## src/verilog/sbg_consts.svh

```systemverilog
`ifndef SBG_CONSTS_SVH
`define SBG_CONSTS_SVH
// Register byte offsets
`define SBG_A_SBY 12'h000
`define SBG_A_UNL 12'h004
`define SBG_A_STAT 12'h008
`define SBG_A_VEC 12'h00C
`define SBG_A_BLK 12'h010
`define SBG_NGRP 5
// Standby control fields
`define SBG_B_HALT 0
`define SBG_B_STOP 1
`define SBG_B_FOSC 2
`define SBG_FOSC_RST 1'b1
// Unlock codes, upper nibble
`define SBG_UNL_1ST 4'h5
`define SBG_UNL_2ND 4'hA
// Start vectors
`define SBG_VEC_NORM 16'h0002
`define SBG_VEC_BRK 16'h0004
// Exception levels
`define SBG_LVL_NONE 2'h0
`define SBG_LVL_MASK 2'h1
`define SBG_LVL_NMI 2'h2
`define SBG_LVL_EMU 2'h3
// Pulse counts
`define SBG_RC_CNT 128
`define SBG_FOSC_CNT 4096
`define SBG_XTL_CNT 8192
// Wake pins inside the request vector
`define SBG_WAKE_BASE 8
`define SBG_WAKE_NUM 4
// Timing, ns
`define SBG_CLK_NS 10
`define SBG_XTH_NS 2000
`define SBG_XTL_NS 20000
`endif

```

## src/verilog/sbg_pkg.sv

```systemverilog
`default_nettype none
package sbg_pkg;
   typedef enum logic [3:0] {
      ST_RUN = 4'b0001,
      ST_HALT = 4'b0010,
      ST_STOP = 4'b0100,
      ST_WAKE = 4'b1000
   } sbg_pwr_type;
   typedef enum logic [2:0] {
      UL_IDLE = 3'b001,
      UL_GOT1 = 3'b010,
      UL_ARMED = 3'b100
   } sbg_unl_type;
   typedef struct packed {
      logic nmi_req;
      logic wdt_req;
      logic master_irq_enable;
      logic [1:0] exception_level_field;
   } sbg_core_type;
   typedef struct packed {
      logic slow_osc_en;
      logic fast_osc_en;
      logic slow_supply;
      logic fast_supply;
      logic slow_from_xtal;
   } sbg_clk_type;
endpackage : sbg_pkg
`default_nettype wire

```

## src/verilog/sbg_pulse_count.sv

```systemverilog
`timescale 1ns/1ps
`default_nettype none
module sbg_pulse_count #(
   parameter int TARGET = 128
) (
   // Clock and reset
   input wire logic pclk,
   input wire logic presetn,
   // Control
   input wire logic start,
   input wire logic osc_pin,
   output logic done
);
   localparam int W = $clog2(TARGET + 1);
   if (TARGET < 1) begin : g_bad
      $error("TARGET must be at least one");
   end
   logic s1_ff, s2_ff, s3_ff, act_ff, done_ff;
   logic [W-1:0] cnt_ff;
   // Two-stage synchroniser, then edge detect
   always_ff @(posedge pclk or negedge presetn) begin
      if (!presetn) begin
         s1_ff <= 1'b0;
         s2_ff <= 1'b0;
         s3_ff <= 1'b0;
      end else begin
         s1_ff <= osc_pin;
         s2_ff <= s1_ff;
         s3_ff <= s2_ff;
      end
   end
   always_ff @(posedge pclk or negedge presetn) begin
      if (!presetn) begin
         cnt_ff <= '0;
         act_ff <= 1'b0;
         done_ff <= 1'b0;
      end else if (start) begin
         cnt_ff <= '0;
         act_ff <= 1'b1;
         done_ff <= 1'b0;
      end else if (act_ff && s2_ff && !s3_ff) begin
         cnt_ff <= cnt_ff + 1'b1;
         if (cnt_ff == W'(TARGET - 1)) begin
            act_ff <= 1'b0;
            done_ff <= 1'b1;
         end
      end
   end
   assign done = done_ff;
endmodule : sbg_pulse_count
`default_nettype wire

```

## src/verilog/sbg_standby.sv

```systemverilog
// Contract
// - Ordinary resets start fetching from the vector at 0002H/0003H.
// - Break reset uses 0004H/0005H, unless level was 02H or higher.
// - Writing the halt bit enters HALT; CPU idles, peripherals run.
// - NMI, watchdog or enabled request clears halt bit at next edge.
// - At most two instructions run between HALT release and vectoring.
// - STOP needs unlock armed by writes 5nH then 0AnH.
// - Entering STOP disarms the unlock.
// - STOP halts both oscillators, the CPU and all peripherals.
// - Only NMI or enabled wake-pin request releases STOP.
// - Slow-clock wake restarts slow osc; fast osc only if it ran.
// - Slow-clock STOP releases after 128 RC cycles, clocks resupplied.
// - After crystal start time and 8192 pulses, switch slow clock.
// - Fast-clock wake restarts both; release after start time and 4096.
// - Fast-clock wake resupplies slow clock after 128 RC cycles.
// - STOP follows the setting write; two instructions before vector.
// - NMI wakes only with flag; level 3 no vector, else vectors.
// - Maskable wakes with enable and flag; vectors if MASTER_IRQ_ENABLE, level 0/1.
// - Level codes 0 none, 1 maskable, 2 non-maskable, 3 emulator.
// - Block disable bits reset to 0; 1 resets and gates the block.
// - Disabled block ignores writes and reads initial values.
// - Groups 0,6 timers; 2 serial; 4 display, battery, ADC; 7 PWM.
// - HALT or STOP refused while an enabled request is pending.
//
// Implementation choices: the APB register port and the register offsets.
`timescale 1ns/1ps
`default_nettype none
`include "sbg_consts.svh"
module sbg_standby #(
   parameter int IRQ_NUM = 64,
   parameter int XTH_NS = `SBG_XTH_NS,
   parameter int XTL_NS = `SBG_XTL_NS
) (
   // Clock and reset
   input wire logic pclk,
   input wire logic presetn,
   // APB slave
   input wire logic [11:0] paddr,
   input wire logic psel,
   input wire logic penable,
   input wire logic pwrite,
   input wire logic [31:0] pwdata,
   output logic [31:0] prdata,
   output logic pready,
   output logic pslverr,
   // Processor core
   input wire sbg_pkg::sbg_core_type core,
   input wire logic [IRQ_NUM-1:0] irq_req,
   input wire logic [IRQ_NUM-1:0] irq_en,
   input wire logic cpu_on_fast,
   input wire logic break_reset,
   input wire logic [1:0] break_exception_level_field,
   output logic [15:0] start_vector,
   output logic cpu_hold,
   output logic resume,
   output logic resume_vector,
   // Oscillators
   input wire logic rc_osc_pin,
   input wire logic fast_osc_pin,
   input wire logic slow_xtal_pin,
   input wire logic fast_osc_running,
   output var sbg_pkg::sbg_clk_type clk_ctrl,
   output logic slow_switch_event,
   // Block gating
   output logic [8*`SBG_NGRP-1:0] blk_disable
);
   localparam int XTH_CYC = (XTH_NS + `SBG_CLK_NS - 1) / `SBG_CLK_NS;
   localparam int XTL_CYC = (XTL_NS + `SBG_CLK_NS - 1) / `SBG_CLK_NS;
   if (IRQ_NUM < `SBG_WAKE_BASE + `SBG_WAKE_NUM) begin : g_bad
      $error("IRQ_NUM too small for wake pins");
   end
   if (XTH_CYC < 1 || XTL_CYC < 1 || XTL_CYC > 16777215) begin : g_bad_t
      $error("start times out of range");
   end

   function automatic logic mapped(input logic [11:0] a);
      mapped = (a == `SBG_A_SBY) || (a == `SBG_A_UNL) ||
               (a == `SBG_A_STAT) || (a == `SBG_A_VEC) ||
               (a >= `SBG_A_BLK && a < `SBG_A_BLK + 12'h014 &&
                a[1:0] == 2'h0);
   endfunction : mapped

   // Vectoring decision on wake
   function automatic logic go_vector(input sbg_pkg::sbg_core_type c);
      if (c.nmi_req || c.wdt_req) begin
         go_vector = c.exception_level_field != `SBG_LVL_EMU;
      end else begin
         go_vector = c.master_irq_enable && c.exception_level_field < `SBG_LVL_NMI;
      end
   endfunction : go_vector

   sbg_pkg::sbg_pwr_type st_ff;
   sbg_pkg::sbg_unl_type ul_ff;
   logic [31:0] prdata_ff;
   logic [7:0] blk_ff [`SBG_NGRP];
   logic [15:0] vec_ff;
   logic boot_ff, fosc_sw_ff, fast_case_ff, fast_was_ff;
   logic resume_ff, resvec_ff, wakevec_ff, sw_evt_ff;
   logic slow_osc_ff, fast_osc_ff, slow_sup_ff, fast_sup_ff, xtal_ff;
   logic fr1_ff, fr2_ff;
   logic xtl_busy_ff, fst_busy_ff;
   logic [23:0] xtl_tmr_ff, fst_tmr_ff;
   logic rc_done, fst_done, xtl_done;
   logic wr, wr_sby, wr_unl, pending, wake_halt, wake_stop;
   logic halt_go, stop_go, stop_wake, fst_rel, rc_rel, xtl_go, xtl_sw;
   logic [3:0] nib;

   assign pready = 1'b1;
   assign pslverr = psel && penable && !mapped(paddr);
   assign wr = psel && penable && pwrite && mapped(paddr);
   assign wr_sby = wr && paddr == `SBG_A_SBY;
   assign wr_unl = wr && paddr == `SBG_A_UNL;
   assign nib = pwdata[7:4];

   assign pending = |(irq_req & irq_en);
   assign wake_halt = core.nmi_req || core.wdt_req || pending;
   assign wake_stop = core.nmi_req ||
      |(irq_req[`SBG_WAKE_BASE +: `SBG_WAKE_NUM] &
        irq_en[`SBG_WAKE_BASE +: `SBG_WAKE_NUM]);

   // Entry requests; STOP wins when both bits are written with the unlock armed
   assign stop_go = wr_sby && pwdata[`SBG_B_STOP] && !pending &&
      st_ff == sbg_pkg::ST_RUN && ul_ff == sbg_pkg::UL_ARMED;
   assign halt_go = wr_sby && pwdata[`SBG_B_HALT] && !pending &&
      st_ff == sbg_pkg::ST_RUN && !stop_go;
   assign stop_wake = st_ff == sbg_pkg::ST_STOP && wake_stop;
   assign fst_rel = st_ff == sbg_pkg::ST_WAKE && fast_case_ff &&
      fst_busy_ff && fst_tmr_ff == 24'h000000 && fst_done;
   assign rc_rel = rc_done && !slow_sup_ff &&
      st_ff != sbg_pkg::ST_STOP;
   assign xtl_go = rc_rel || boot_ff;
   assign xtl_sw = xtl_busy_ff && xtl_tmr_ff == 24'h000000 &&
      xtl_done;

   // Power state machine
   always_ff @(posedge pclk or negedge presetn) begin
      if (!presetn) begin
         st_ff <= sbg_pkg::ST_RUN;
      end else begin
         case (st_ff)
            sbg_pkg::ST_RUN: begin
               if (stop_go) begin
                  st_ff <= sbg_pkg::ST_STOP;
               end else if (halt_go) begin
                  st_ff <= sbg_pkg::ST_HALT;
               end
            end
            sbg_pkg::ST_HALT: begin
               if (wake_halt) begin
                  st_ff <= sbg_pkg::ST_RUN;
               end
            end
            sbg_pkg::ST_STOP: begin
               if (wake_stop) begin
                  st_ff <= sbg_pkg::ST_WAKE;
               end
            end
            sbg_pkg::ST_WAKE: begin
               if (fast_case_ff ? fst_rel : rc_rel) begin
                  st_ff <= sbg_pkg::ST_RUN;
               end
            end
            default: st_ff <= sbg_pkg::ST_RUN;
         endcase
      end
   end

   // Stop unlock sequence
   always_ff @(posedge pclk or negedge presetn) begin
      if (!presetn) begin
         ul_ff <= sbg_pkg::UL_IDLE;
      end else if (stop_go) begin
         ul_ff <= sbg_pkg::UL_IDLE;
      end else if (wr_unl) begin
         case (ul_ff)
            sbg_pkg::UL_GOT1: begin
               if (nib == `SBG_UNL_2ND) begin
                  ul_ff <= sbg_pkg::UL_ARMED;
               end else if (nib == `SBG_UNL_1ST) begin
                  ul_ff <= sbg_pkg::UL_GOT1;
               end else begin
                  ul_ff <= sbg_pkg::UL_IDLE;
               end
            end
            default: begin
               ul_ff <= (nib == `SBG_UNL_1ST) ? sbg_pkg::UL_GOT1 :
                  sbg_pkg::UL_IDLE;
            end
         endcase
      end
   end

   // Resume pulses towards the core
   always_ff @(posedge pclk or negedge presetn) begin
      if (!presetn) begin
         resume_ff <= 1'b0;
         resvec_ff <= 1'b0;
         wakevec_ff <= 1'b0;
      end else begin
         if (stop_wake) begin
            wakevec_ff <= go_vector(core);
         end
         if (st_ff == sbg_pkg::ST_HALT && wake_halt) begin
            resume_ff <= 1'b1;
            resvec_ff <= go_vector(core);
         end else if (st_ff == sbg_pkg::ST_WAKE &&
                      (fast_case_ff ? fst_rel : rc_rel)) begin
            resume_ff <= 1'b1;
            resvec_ff <= wakevec_ff;
         end else begin
            resume_ff <= 1'b0;
            resvec_ff <= 1'b0;
         end
      end
   end

   // Start vector, caught after reset release
   always_ff @(posedge pclk or negedge presetn) begin
      if (!presetn) begin
         boot_ff <= 1'b1;
         vec_ff <= `SBG_VEC_NORM;
      end else begin
         boot_ff <= 1'b0;
         if (boot_ff) begin
            vec_ff <= (break_reset && break_exception_level_field < `SBG_LVL_NMI) ?
               `SBG_VEC_BRK : `SBG_VEC_NORM;
         end
      end
   end

   // Fast oscillator status synchroniser and STOP context
   always_ff @(posedge pclk or negedge presetn) begin
      if (!presetn) begin
         fr1_ff <= 1'b0;
         fr2_ff <= 1'b0;
         fast_case_ff <= 1'b0;
         fast_was_ff <= 1'b0;
      end else begin
         fr1_ff <= fast_osc_running;
         fr2_ff <= fr1_ff;
         if (stop_go) begin
            fast_case_ff <= cpu_on_fast;
            fast_was_ff <= fr2_ff && fast_osc_ff;
         end
      end
   end

   // Oscillator enables and clock supply
   always_ff @(posedge pclk or negedge presetn) begin
      if (!presetn) begin
         fosc_sw_ff <= `SBG_FOSC_RST;
         slow_osc_ff <= 1'b1;
         fast_osc_ff <= `SBG_FOSC_RST;
         slow_sup_ff <= 1'b1;
         fast_sup_ff <= `SBG_FOSC_RST;
      end else if (stop_go) begin
         slow_osc_ff <= 1'b0;
         fast_osc_ff <= 1'b0;
         slow_sup_ff <= 1'b0;
         fast_sup_ff <= 1'b0;
      end else begin
         if (wr_sby && st_ff == sbg_pkg::ST_RUN) begin
            fosc_sw_ff <= pwdata[`SBG_B_FOSC];
            fast_osc_ff <= pwdata[`SBG_B_FOSC];
            fast_sup_ff <= pwdata[`SBG_B_FOSC];
         end
         if (stop_wake) begin
            slow_osc_ff <= 1'b1;
            fast_osc_ff <= fast_case_ff || fast_was_ff;
         end
         if (rc_rel) begin
            slow_sup_ff <= 1'b1;
            if (!fast_case_ff && st_ff == sbg_pkg::ST_WAKE) begin
               fast_sup_ff <= fast_was_ff;
            end
         end
         if (fst_rel) begin
            fast_sup_ff <= 1'b1;
         end
      end
   end

   // Fast start time then oscillator pulse count
   always_ff @(posedge pclk or negedge presetn) begin
      if (!presetn) begin
         fst_busy_ff <= 1'b0;
         fst_tmr_ff <= 24'h000000;
      end else if (stop_wake && fast_case_ff) begin
         fst_busy_ff <= 1'b1;
         fst_tmr_ff <= 24'(XTH_CYC);
      end else if (fst_rel || stop_go) begin
         fst_busy_ff <= 1'b0;
      end else if (fst_busy_ff && fst_tmr_ff != 24'h000000) begin
         fst_tmr_ff <= fst_tmr_ff - 24'h000001;
      end
   end

   // Slow crystal start time, pulse count and switch-over
   always_ff @(posedge pclk or negedge presetn) begin
      if (!presetn) begin
         xtl_busy_ff <= 1'b0;
         xtl_tmr_ff <= 24'h000000;
         xtal_ff <= 1'b0;
         sw_evt_ff <= 1'b0;
      end else begin
         sw_evt_ff <= 1'b0;
         if (stop_go) begin
            xtl_busy_ff <= 1'b0;
            xtal_ff <= 1'b0;
         end else if (xtl_go) begin
            xtl_busy_ff <= 1'b1;
            xtl_tmr_ff <= 24'(XTL_CYC);
         end else if (xtl_sw) begin
            xtl_busy_ff <= 1'b0;
            xtal_ff <= 1'b1;
            sw_evt_ff <= 1'b1;
         end else if (xtl_busy_ff && xtl_tmr_ff != 24'h000000) begin
            xtl_tmr_ff <= xtl_tmr_ff - 24'h000001;
         end
      end
   end

   sbg_pulse_count #(.TARGET(`SBG_RC_CNT)) u_rc_cnt (
      .pclk(pclk),
      .presetn(presetn),
      .start(stop_wake),
      .osc_pin(rc_osc_pin),
      .done(rc_done)
   );
   sbg_pulse_count #(.TARGET(`SBG_FOSC_CNT)) u_fst_cnt (
      .pclk(pclk),
      .presetn(presetn),
      .start(fst_busy_ff && fst_tmr_ff == 24'h000001),
      .osc_pin(fast_osc_pin),
      .done(fst_done)
   );
   sbg_pulse_count #(.TARGET(`SBG_XTL_CNT)) u_xtl_cnt (
      .pclk(pclk),
      .presetn(presetn),
      .start(xtl_busy_ff && xtl_tmr_ff == 24'h000001),
      .osc_pin(slow_xtal_pin),
      .done(xtl_done)
   );

   // Block disable groups 0, 2, 4, 6, 7
   for (genvar g = 0; g < `SBG_NGRP; g++) begin : g_blk
      always_ff @(posedge pclk or negedge presetn) begin
         if (!presetn) begin
            blk_ff[g] <= 8'h00;
         end else if (wr && paddr == `SBG_A_BLK + 12'(4 * g)) begin
            blk_ff[g] <= pwdata[7:0];
         end
      end
      assign blk_disable[8*g +: 8] = blk_ff[g];
   end

   // Read data, taken in the setup cycle
   always_ff @(posedge pclk or negedge presetn) begin
      if (!presetn) begin
         prdata_ff <= 32'h00000000;
      end else if (psel && !penable) begin
         prdata_ff <= 32'h00000000;
         if (paddr == `SBG_A_SBY) begin
            prdata_ff[`SBG_B_HALT] <= st_ff == sbg_pkg::ST_HALT;
            prdata_ff[`SBG_B_STOP] <= st_ff == sbg_pkg::ST_STOP;
            prdata_ff[`SBG_B_FOSC] <= fosc_sw_ff;
         end else if (paddr == `SBG_A_UNL) begin
            prdata_ff[0] <= ul_ff == sbg_pkg::UL_ARMED;
         end else if (paddr == `SBG_A_STAT) begin
            prdata_ff[9:0] <= {xtal_ff, fast_case_ff, st_ff, 1'b0, ul_ff};
         end else if (paddr == `SBG_A_VEC) begin
            prdata_ff[15:0] <= vec_ff;
         end else if (paddr >= `SBG_A_BLK && mapped(paddr)) begin
            prdata_ff[7:0] <= blk_ff[3'((paddr - `SBG_A_BLK) >> 2)];
         end
      end
   end

   assign prdata = prdata_ff;
   assign start_vector = vec_ff;
   assign cpu_hold = st_ff != sbg_pkg::ST_RUN;
   assign resume = resume_ff;
   assign resume_vector = resvec_ff;
   assign slow_switch_event = sw_evt_ff;
   assign clk_ctrl = '{slow_osc_en: slow_osc_ff, fast_osc_en: fast_osc_ff,
      slow_supply: slow_sup_ff, fast_supply: fast_sup_ff,
      slow_from_xtal: xtal_ff};
endmodule : sbg_standby
`default_nettype wire

```

## config.mk

```make
export PLATFORM = sky130hd
export DESIGN_NAME = sbg_standby
export DESIGN_NICKNAME = d
export VERILOG_FILES = /design/src/verilog/sbg_pkg.sv /design/src/verilog/sbg_pulse_count.sv /design/src/verilog/sbg_standby.sv
export VERILOG_INCLUDE_DIRS = /design/src /design/src/verilog
export SDC_FILE = /design/constraint.sdc
export NUM_CORES = 1
export LEC_CHECK = 0
export ABC_CLOCK_PERIOD_IN_PS = 2450
export BUFFER_PORTS_ARGS = -buffer_cell sky130_fd_sc_hd__buf_2
export CORE_MARGIN = 10
export CORE_UTILIZATION = 40
export DETAILED_ROUTE_END_ITERATION = 10
export MAX_ROUTING_LAYER = met4
export PLACE_DENSITY = 0.75
export SLEW_MARGIN = 20
export SYNTH_ARGS = -nofsm -noshare
export SYNTH_HDL_FRONTEND = slang
export SYNTH_SLANG_ARGS = --single-unit
```

## constraint.sdc

```tcl
create_clock -name pclk -period 2.45 [get_ports pclk]
set_input_delay 0.245 -clock pclk [delete_from_list [all_inputs] [get_ports pclk]]
set_output_delay 0.245 -clock pclk [all_outputs]
set_load 0.005 [all_outputs]
```

### Yosys cells after proc, flatten, opt, wreduce, memory -nomap -nowiden

Cells that the tools add are included.

| word-level totals | value |
|---|---|
| register bits | 194 |
| bits of input ports | 190 |
| output and inout bits | 99 |
| logic and storage cells | 275 |

| cells by class | value |
|---|---|
| add/sub/neg operators | 6 |
| $lt $le $gt $ge | 5 |
| eq/ne operators | 31 |
| mux-type cells | 83 |
| bitwise gates (word level) | 4 |
| reduce and logical (&&, ||, !) cells | 100 |

Operators by type and width:

| operator | count |
|---|---|
| two-way mux 24 bit | 6 |
| bitwise AND 64 bit | 1 |
| OR reduction 64 bit | 1 |
| two-way mux 8 bit | 7 |
| logical AND 1 bit | 50 |
| equality test 12 x 5 -> 1 bit, second input constant | 4 |
| equality test 24 x 1 -> 1 bit, second input constant | 2 |
| logical NOT 24 bit | 2 |
| two-way mux 1 bit | 48 |
| nonzero test 24 bit | 2 |
| subtractor 24 x 1 -> 24 bit, second input constant | 2 |
| two-way mux 13 bit | 3 |
| two-way mux 14 bit | 2 |
| nonzero test 2 bit | 13 |
| binary-select mux 8 bit (select 3 bit) | 1 |
| equality test 12 x 4 -> 1 bit, second input constant | 2 |
| two-way mux 4 bit | 5 |
| two-way mux 3 bit | 6 |
| case mux 4 bit (4 select lines) | 1 |
| two-way mux 15 bit | 1 |
| adder 14 x 1 -> 14 bit, second input constant | 1 |
| equality test 14 x 13 -> 1 bit, second input constant | 1 |
| adder 13 x 1 -> 13 bit, second input constant | 1 |
| equality test 13 x 12 -> 1 bit, second input constant | 1 |
| 35 further kinds | 66 |

### Logic depth before layout (Yosys ltp)

Gate-level depths: netlist of the first run.

| logic depth | value |
|---|---|
| word-level depth | 16 |
| gate-level depth with buffers | 12 |
| gate-level depth less buffers | 8 |

### Modules after synthesis

A second synthesis of the first run with hierarchy kept.

| second synthesis, totals | value |
|---|---|
| cells, all modules | 898 |
| area, all modules | 9,250.1 µm² |

Modules (own cells, without submodules):

| module | times used | cells each | area an instance (µm²) | seq. area each (µm²) |
|---|---|---|---|---|
| sbg_standby | 1 | 683 | 6,922.9 | 3,114.2 |
| sbg_pulse_count (u_xtl_cnt) | 1 | 85 | 880.8 | 475.5 |
| sbg_pulse_count (u_fst_cnt) | 1 | 80 | 865.8 | 450.4 |
| sbg_pulse_count (u_rc_cnt) | 1 | 50 | 580.6 | 325.3 |

### Least setup slack after synthesis of the first run

OpenSTA, ideal clock, no wires.

| timing path | value |
|---|---|
| kind | flip-flop to flip-flop |
| start point | register st_ff[0] |
| end point | register fst_tmr_ff[3] |
| setup time | 0.132 ns |
| arrival | 2.473 ns |
| required time | 2.318 ns |
| setup slack | -0.155 ns |
| stages on the path, launching flop included | 8 |
| path buffers | 1 |
| period minus slack after synthesis | 2.605 ns |
| cell sequence | dfstp_2 nor4b_2 inv_1 or4_1 o21ai_1 buf_2 nor3_1 or3b_1 |

| on the way | value |
|---|---|
| longest elaborated chain between the ends | 8 |
| elaborated cells between the ends (all ways) | 16 |
| classes of those cells | 4 x eq/ne; 1 x mux; 11 x reduce/logical |

RTL lines:

| item | RTL line | RTL |
|---|---|---|
| from (decl) | sbg_standby.sv:92 | `sbg_pkg::sbg_pwr_type st_ff;` |
| from (signal assigned) | sbg_standby.sv:138 | `st_ff <= sbg_pkg::ST_RUN;` |
| from (signal assigned) | sbg_standby.sv:143 | `st_ff <= sbg_pkg::ST_STOP;` |
| from (signal assigned) | sbg_standby.sv:145 | `st_ff <= sbg_pkg::ST_HALT;` |
| equality test 4 bit | sbg_standby.sv:127 | `assign fst_rel = st_ff == sbg_pkg::ST_WAKE && fast_case_ff &&` |
| logical AND 1 bit (2 in series) | sbg_standby.sv:127 |  |
| logical AND 1 bit (2 in series) | sbg_standby.sv:128 | `fst_busy_ff && fst_tmr_ff == 24'h000000 && fst_done;` |
| logical OR 1 bit | sbg_standby.sv:291 | `end else if (fst_rel \|\| stop_go) begin` |
| inequality test 2 bit (no line) | - |  |
| AND reduction 2 bit (no line) | - |  |
| to (signal assigned) | sbg_standby.sv:290 | `fst_tmr_ff <= 24'(XTH_CYC);` |
| to (signal assigned) | sbg_standby.sv:294 | `fst_tmr_ff <= fst_tmr_ff - 24'h000001;` |
| to (decl) | sbg_standby.sv:102 | `logic [23:0] xtl_tmr_ff, fst_tmr_ff;` |

Several ways; a longest one is shown, not always the timed one.
A chain may end at the register's enable or synchronous reset.

### Worst setup path in the final report of the first run

| timing path | value |
|---|---|
| start point | register fst_tmr_ff[3] |
| end point | register fst_tmr_ff[23] |

| on the way | value |
|---|---|
| longest elaborated chain between the ends | 6 |
| elaborated cells between the ends (all ways) | 13 |
| classes of those cells | 1 x add/sub; 1 x eq/ne; 3 x mux; 8 x reduce/logical |

RTL lines:

| item |
|---|
| parallel branches: the longest is 6 deep, another holds subtractor 24 x 1 -> 24 bit |

Several ways; the timed one is not identified. The select of a mux whose other input is x is not followed.

==> flow_summary.toml, run 1 <==
[status]
outcome = "complete, but fails checks"
violations_in_the_final_reports = "negative setup slack"

[worst_setup_path]
critical_path.startpoint_type = "register"
end_kind = "register"
worst_ep_required_time_ns = 2.82
worstPathArrival_ns = 2.84
worst-setup-path-type = "reg2reg"
critPathMaxFanout = 3

[die]
ports = 289
horizontal_extent_of_the_die_um = 170.3
initial_core_util_pct = 41.01
dieArea_um2 = 28990
die_h_um = 170.3
placement_rows = 54
design.core.area_um2 = 22030

[global_route]
track_usage_pct = 19.04
grt_pass1_wl_um = 43260
initial_antenna_violation_count = 0
grt_max_degree = 72
global_route.overflow_total = 0
grt_pass1_vias = 8333

[clock_network]
clk_pin_slew_ns = 0.07
cts_num_sinks = 174
cts.path.max_buffers = 2
cts_buffers = 17
cts_tree = "built"
cts-htree-levels = 4
root_buffer = "sky130_fd_sc_hd__clkbuf_16"
clk_latency_ns = 0.44

[place]
globalplace.congestion = 0.9602
placement.cell_area_um2 = 10960
portBuffers = 226
dpl.hpwl_um = 21100
placement_setup_slack_ns = -0.1141

[cells_and_area]
final_layout_size_suffix_gt1_share_pct = 38.85
finish.net_count = 1381
filler_cell_count = 1909
layout-area-overhead-vs-synth_pct = 30.84
layout.cells.most_common = "sky130_fd_sc_hd__buf_2"
post-route-cell-area_um2 = 11820
layout.cells.most_common_list = "226 x sky130_fd_sc_hd__buf_2, 163 x sky130_fd_sc_hd__dfrtp_1, 86 x sky130_fd_sc_hd__buf_4"
num_antenna_cells = 0

[synthesis]
synth_cells = 875
async_flop_share_pct = 100.0
ys_top_cells_by_area = "sky130_fd_sc_hd__dfrtp_1 46%, sky130_fd_sc_hd__mux2_2 5.1%, sky130_fd_sc_hd__buf_4 3.6%, sky130_fd_sc_hd__nor2_1 3.4%, sky130_fd_sc_hd__nand2_1 2.9%"
synth_sequential_area_ratio_pct = 48.33
ys_seq_elements = 174
post_syn_area_um2 = 9032
synth_warn = 0
synth-edff-count = 0
synth_top_area_share_pct = 45.71
synth_largest_area_cell = "sky130_fd_sc_hd__dfrtp_1"
synth-main-ff-cell = "sky130_fd_sc_hd__dfrtp_1"
synthDistinctLibCells = 68
mean_instance_size_in_the_synthesized_netlist_um2 = 10.32

[hold_path]
hold_path_class = "in2reg"

[routing]
drt_drc_violations_left = 0
via_count = 7943
postRouteWirelength_um = 27250
drt-vias-per-instance = 5.378
postRouteAntennaNets = 0
drt_pass1_iterations = 5
drt-wirelength-per-cell_um = 18.45
drtIter0Drc = 442

[pwr]
power_leakage_nw = 5.761
vdd_drop_max_mv = 0.4484
post-layout-total-power_mw = 6.464
power_density_nw_per_um2 = 547.0

[timing]
setup_ws_ns = -0.01663
timing_worst_slew_pin_value_ns = 0.6176
min_period_over_period_pct = 100.7
setup_viol_count_final = 2
slew_headroom_pct = 58.25
maxSlewViolCount = 0
rsz0062_at_grt = "yes"
timing.final.hold_violations = 0
maxClockFrequency_mhz = 405.4
fin_worst_skew_ns = 0.01241
timing.final.crit_period_ns = 2.467

[run]
cap_violations = 0
flip-flops by register name, summed over array words and instances, names as in the netlist, 2 cells and up:
register	flops
start_vector	2
u_rc_cnt.cnt_ff	8
fst_tmr_ff	24
u_xtl_cnt.cnt_ff	14
prdata	10
xtl_tmr_ff	24
st_ff	4
ul_ff	3
blk_disable	40
u_fst_cnt.cnt_ff	13
cells in the mapped netlist (all sizes together) (10+ instances only):
cell type and instances:
dfrtp 165, nor2 83, nand2 70, buf 51, o21ai 44, mux2 41
a21oi 31, or3 29, a22oi 28, xor2 25, clkbuf 22, or4 22
nand3 20, inv 18, nor4 15, o31ai 14, nor3 13, and3 12
nand2b 12, nand4 12, o211ai 11, a22o 10
worst max-delay path, stage by stage (launching register included):
cell                      delay, ns
sky130_fd_sc_hd__dfrtp_1       0.39
sky130_fd_sc_hd__or4_4         0.54
sky130_fd_sc_hd__or3_4         0.36
sky130_fd_sc_hd__nor2_4        0.11
sky130_fd_sc_hd__nand3_2       0.08
sky130_fd_sc_hd__or3_4         0.35
sky130_fd_sc_hd__or4_1         0.50
sky130_fd_sc_hd__nand2_1       0.07
cell families after synthesis:
logic type / share of synthesized area, %
AND/OR/NAND/NOR: 19.99
AO/OA/AOI/OAI: 13.52
flip-flops: 48.33
buffers and inverters: 5.804
multiplexers: 8.104
XOR/XNOR: 3.200
adder cells (fa/ha/maj): 0.9696
other: 0.08315
worst paths after layout:
| check | from | to | slack, ns | cells after the start |
|---|---|---|---|---|
| setup / recovery | fst_tmr_ff[3] | fst_tmr_ff[23] | -0.02 | 7 |
| hold / removal | cpu_on_fast | fast_case_ff | 0.06 | 3 |
| setup reg to reg | fst_tmr_ff[3] | fst_tmr_ff[23] | -0.02 | 7 |
| hold reg to reg | fr1_ff | fr2_ff | 0.35 | 0 |
| max in group asynchronous | presetn | slow_sup_ff | 1.35 | 3 |
| min in group asynchronous | presetn | u_fst_cnt.s2_ff | 0.33 | 2 |
where the power goes:
group	internal, mW	switching (mW)
combinational	0.277	0.318
clock	1.55	1.25
sequential	2.98	0.0934
total	4.80	1.67
layer usage:
layer | wire [um] | up-vias | global-route usage (%) | part of all wire [%]
met1 | 11970 | 3928 | 23.35 | 44
li1 | - | 3765 | - | -
met3 | 1675 | 35 | 5.298 | 6.1
met4 | 388 | 0 | 4.844 | 1.4
met2 | 13210 | 215 | 30.47 | 48
met5 | 0 | - | - | 0
area by class of cell:
class	instances	area, um^2	area share (%)
clock buffer	18	429.2	3.632
clock inverter	14	172.7	1.461
inverter	18	67.56	0.5717
multi-input combinational	647	4467	37.80
sequential	174	4368	36.96
tap	280	350.3	2.965
timing repair buffer	326	1963	16.61
metrics by stage:
step                      instances  TNS (ns)  hold slack [ns]  utilization, %
after detailed placement       1432   -0.9106           0.2186           49.74
after global routing           1477   -0.2524          0.07482           53.65
final                          1477  -0.03136          0.06267           53.65
after CTS                      1470  -0.04876          0.04633           52.87
after floorplan                 911   -0.5409         -0.05059               -
after global placement         1432  -0.05087           0.2033           49.74
what timing repair did:
item	4_1_cts	5_1_grt
hold endpoints to repair	47	0
hold buffers	5	0
setup endpoints to repair	17	37
pin swaps	1	6
resized for setup	8	31
buffers inserted	1	5
cloned	0	2
Power figures use the tool's default switching activity.
==> run 2, diff against run 1 <==
--- a/config.mk
+++ b/config.mk
@@ -12,8 +12,9 @@
 export CORE_UTILIZATION = 40
 export DETAILED_ROUTE_END_ITERATION = 10
 export MAX_ROUTING_LAYER = met4
-export PLACE_DENSITY = 0.75
+export PLACE_DENSITY = 0.74
 export SLEW_MARGIN = 20
 export SYNTH_ARGS = -nofsm -noshare
 export SYNTH_HDL_FRONTEND = slang
+export SYNTH_HIERARCHICAL = 1
 export SYNTH_SLANG_ARGS = --single-unit
==> run 2 against run 1 <==
Compared with the run above:
- the run now ends clean
- sequential power about the same
- critical path type unchanged
- area after synthesis grew 2.4%
- final cell count is 1.7% higher
- clock skew rose by 0.0041 ns
- fmax grew 1.9%
- critical endpoint is now xtl_tmr_ff[8]
- core utilization shrank 0.52 points
- register-to-register slack improved by 0.04 ns
- sequential share of layout area fell by 0.78 points
- die area increased by 2.1%
- total power fell by 1.2%
- critical path depth up 1
- sequential cell count stayed put
==> flow_summary.toml, run 2 <==
[timing]
setup_viol_count_final = 0
timing.setup.tns_ns = 0
min_period_over_period_pct = 98.84
timing_worst_slew_pin_value_ns = 0.7448
timing.final.hold_violations = 0
slew_headroom_pct = 50.01
timing.final.crit_period_ns = 2.422
fin_worst_skew_ns = 0.01651
maxSlewViolCount = 0
rsz0062_at_grt = "yes"
maxClockFrequency_mhz = 412.9

[worst_setup_path]
cpLargestDelayFamily = "simple AND/OR/NAND/NOR gates"
timing.critical_path.cells = "or4b_4, nor4_4, nand4_4, buf_4, nor2_4, buf_12, nor2_1, a41oi_1"
reg2reg_from = "st_ff[0]"
end_kind = "register"
critical_path.startpoint_type = "register"
worstPathArrival_ns = 2.77
cp_num_buf_inv = 2
worst-setup-path-type = "reg2reg"
timing.critical_path.slowest_cell_delay_ns = 0.53
critical_path.slowest_cell = "sky130_fd_sc_hd__dfstp_2"
crit_path_start = "st_ff[0]"
critPathMaxFanout = 12
worst_ep_required_time_ns = 2.80

[clock_network]
clk_pin_slew_ns = 0.07
root_buffer = "sky130_fd_sc_hd__clkbuf_16"
cts_num_sinks = 174
clk_latency_ns = 0.45
cts.path.max_buffers = 2
cts_tree = "built"
cts_buffers = 17
cts-htree-levels = 4

[global_route]
grt_max_degree = 64
track_usage_pct = 19.78
global_route.overflow_total = 0
initial_antenna_violation_count = 0
grt_pass1_wl_um = 45020
grt_pass1_vias = 8351

[pwr]
p_int_mw = 4.619
vdd_drop_max_mv = 0.4733
share_clk_of_total_power_pct = 43.1
power.share.switching_pct = 27.67
power_frac_seq_pct = 47.8
comb_power_share_pct = 9.1
power_leakage_nw = 5.642
power.switching_mw = 1.767
power_density_nw_per_um2 = 529.2

[synthesis]
ys_seq_elements = 174
synth_common_cells = "165 x sky130_fd_sc_hd__dfrtp_1, 59 x sky130_fd_sc_hd__nand2_1, 58 x sky130_fd_sc_hd__nor2_1"
synth-edff-count = 0
post-synth-top-count-cell = "sky130_fd_sc_hd__dfrtp_1"
synth_cells = 898
ys_top_cells_by_area = "sky130_fd_sc_hd__dfrtp_1 45%, sky130_fd_sc_hd__mux2_2 5.7%, sky130_fd_sc_hd__buf_4 3.5%, sky130_fd_sc_hd__a21oi_1 2.8%, sky130_fd_sc_hd__o21ai_0 2.6%"
synthDistinctLibCells = 77
synth_warn = 6
post_syn_area_um2 = 9250
synth_largest_area_cell = "sky130_fd_sc_hd__dfrtp_1"
mean_instance_size_in_the_synthesized_netlist_um2 = 10.30
synth-main-ff-cell = "sky130_fd_sc_hd__dfrtp_1"
synth_sequential_area_ratio_pct = 47.19
async_flop_share_pct = 100.0
synth_top_area_share_pct = 44.64

[cells_and_area]
layout.cells.most_common = "sky130_fd_sc_hd__buf_2"
final_layout_size_suffix_gt1_share_pct = 38.87
layout-area-overhead-vs-synth_pct = 30.45
layout.cells.most_common_list = "225 x sky130_fd_sc_hd__buf_2, 165 x sky130_fd_sc_hd__dfrtp_1, 84 x sky130_fd_sc_hd__buf_4"
fin_util_pct = 53.14
layoutNonFillerInstCount = 1502
finish.net_count = 1401
num_antenna_cells = 0
filler_cell_count = 1996
largest_reg_flops = 40
post-route-cell-area_um2 = 12070

[die]
horizontal_extent_of_the_die_um = 172.1
design.core.area_um2 = 22710
initial_core_util_pct = 40.73
die_h_um = 172.1
placement_rows = 55
ports = 289
dieArea_um2 = 29610

[routing]
drt-vias-per-instance = 5.571
postRouteAntennaNets = 0
via_count = 8368
drt_pass1_iterations = 5
postRouteWirelength_um = 28960
drt-wirelength-per-cell_um = 19.28
drt_drc_violations_left = 0
drtIter0Drc = 761

[place]
placed_cells = 1459
portBuffers = 226
placement.cell_area_um2 = 11170
dpl.hpwl_um = 22160
globalplace.congestion = 0.9245

[hold_path]
hold_path_class = "in2reg"
worstHoldStart = "break_reset"

[run]
cap_violations = 0

[status]
outcome = "completed"
[run 2: cell count changes after synthesis, sizes merged, moves of 7 or more]
cell	delta
o21ai	+14
o31ai	+9
xor2	-17
nand2	-11
nor2	-24
a21oi	+21
mux2	+7
and3	-8
[run 2: power by group through the flow]
| stage | combinational (mW) | clock, mW | sequential [mW] |
|---|---|---|---|
| global route | 0.656 | 2.94 | 3.07 |
| CTS | 0.575 | 2.80 | 3.04 |
| global placement | 0.543 | 0 | 3.09 |
| floorplan | 0.287 | 0 | 3.08 |
| detailed placement | 0.563 | 0 | 3.10 |
| finish | 0.583 | 2.75 | 3.05 |
[run 2: final timing paths]
path | slack [ns] | depth (start not counted) | end
setup reg to reg | 0.03 | 8 | xtl_tmr_ff[8]
setup / recovery | 0.03 | 8 | xtl_tmr_ff[8]
max in group asynchronous | 1.36 | 3 | u_xtl_cnt/cnt_ff[3]
min in group asynchronous | 0.35 | 2 | u_fst_cnt/cnt_ff[3]
hold / removal | 0.08 | 3 | start_vector[1]
hold reg to reg | 0.35 | 0 | u_xtl_cnt/s2_ff
[run 2: worst min-delay path, stage by stage]
cell and delay [ns]:
sky130_fd_sc_hd__buf_2 0.08, sky130_fd_sc_hd__nand3b_1 0.08, sky130_fd_sc_hd__o21a_1 0.11
[run 2: cell families (layout without fill, tap and decap cells)]
| logic type | count (synthesis) | count (layout) | synth area share [%] |
|---|---|---|---|
| xor+xnor | 15 | 15 | 1.420 |
| flops | 174 | 174 | 47.19 |
| fa+ha+maj | 7 | 7 | 0.9468 |
| simple gates | 322 | 322 | 20.14 |
| compound gates | 221 | 221 | 15.65 |
| buf+inv | 94 | 377 | 5.979 |
| other cells | 2 | 38 | 0.08119 |
| mux | 63 | 63 | 8.589 |
[run 2: final cells by class]
| cell class | instances | area (um^2) | share of cell area [%] |
|---|---|---|---|
| timing repair buffer | 326 | 1999 | 16.57 |
| tap | 285 | 356.6 | 2.955 |
| sequential | 174 | 4365 | 36.18 |
| clock inverter | 15 | 186.4 | 1.545 |
| multi-input combinational | 666 | 4662 | 38.64 |
| clock buffer | 17 | 425.4 | 3.526 |
| inverter | 19 | 71.32 | 0.5910 |
[run 2: per-stage QoR]
stage	hold slack (ns)	total power [mW]	worst slack [ns]
global placement	0.2771	3.636	-0.2102
floorplan	-0.05059	3.366	-0.2891
finish	0.08464	6.386	0.02832
CTS	0.06501	6.422	0.008838
global route	0.08782	6.657	-0.06980
detailed placement	0.2754	3.660	-0.2543
[run 2: layer usage]
layer	vias to the layer above	GRT usage (%)	wire, um
li1	3923	-	-
met1	4096	26.04	12580
met2	312	31.14	13940
met3	37	3.534	1987
met4	0	4.760	454
met5	-	-	0
[run 2: timing repair]
action                     4_1_cts  5_1_grt
pin swaps                        2        9
gates resized for setup          5       33
hold buffers                     5        0
hold endpoints to repair        61        0
gates cloned                     0        2
setup endpoints to repair       57       46
setup buffers                    1        3
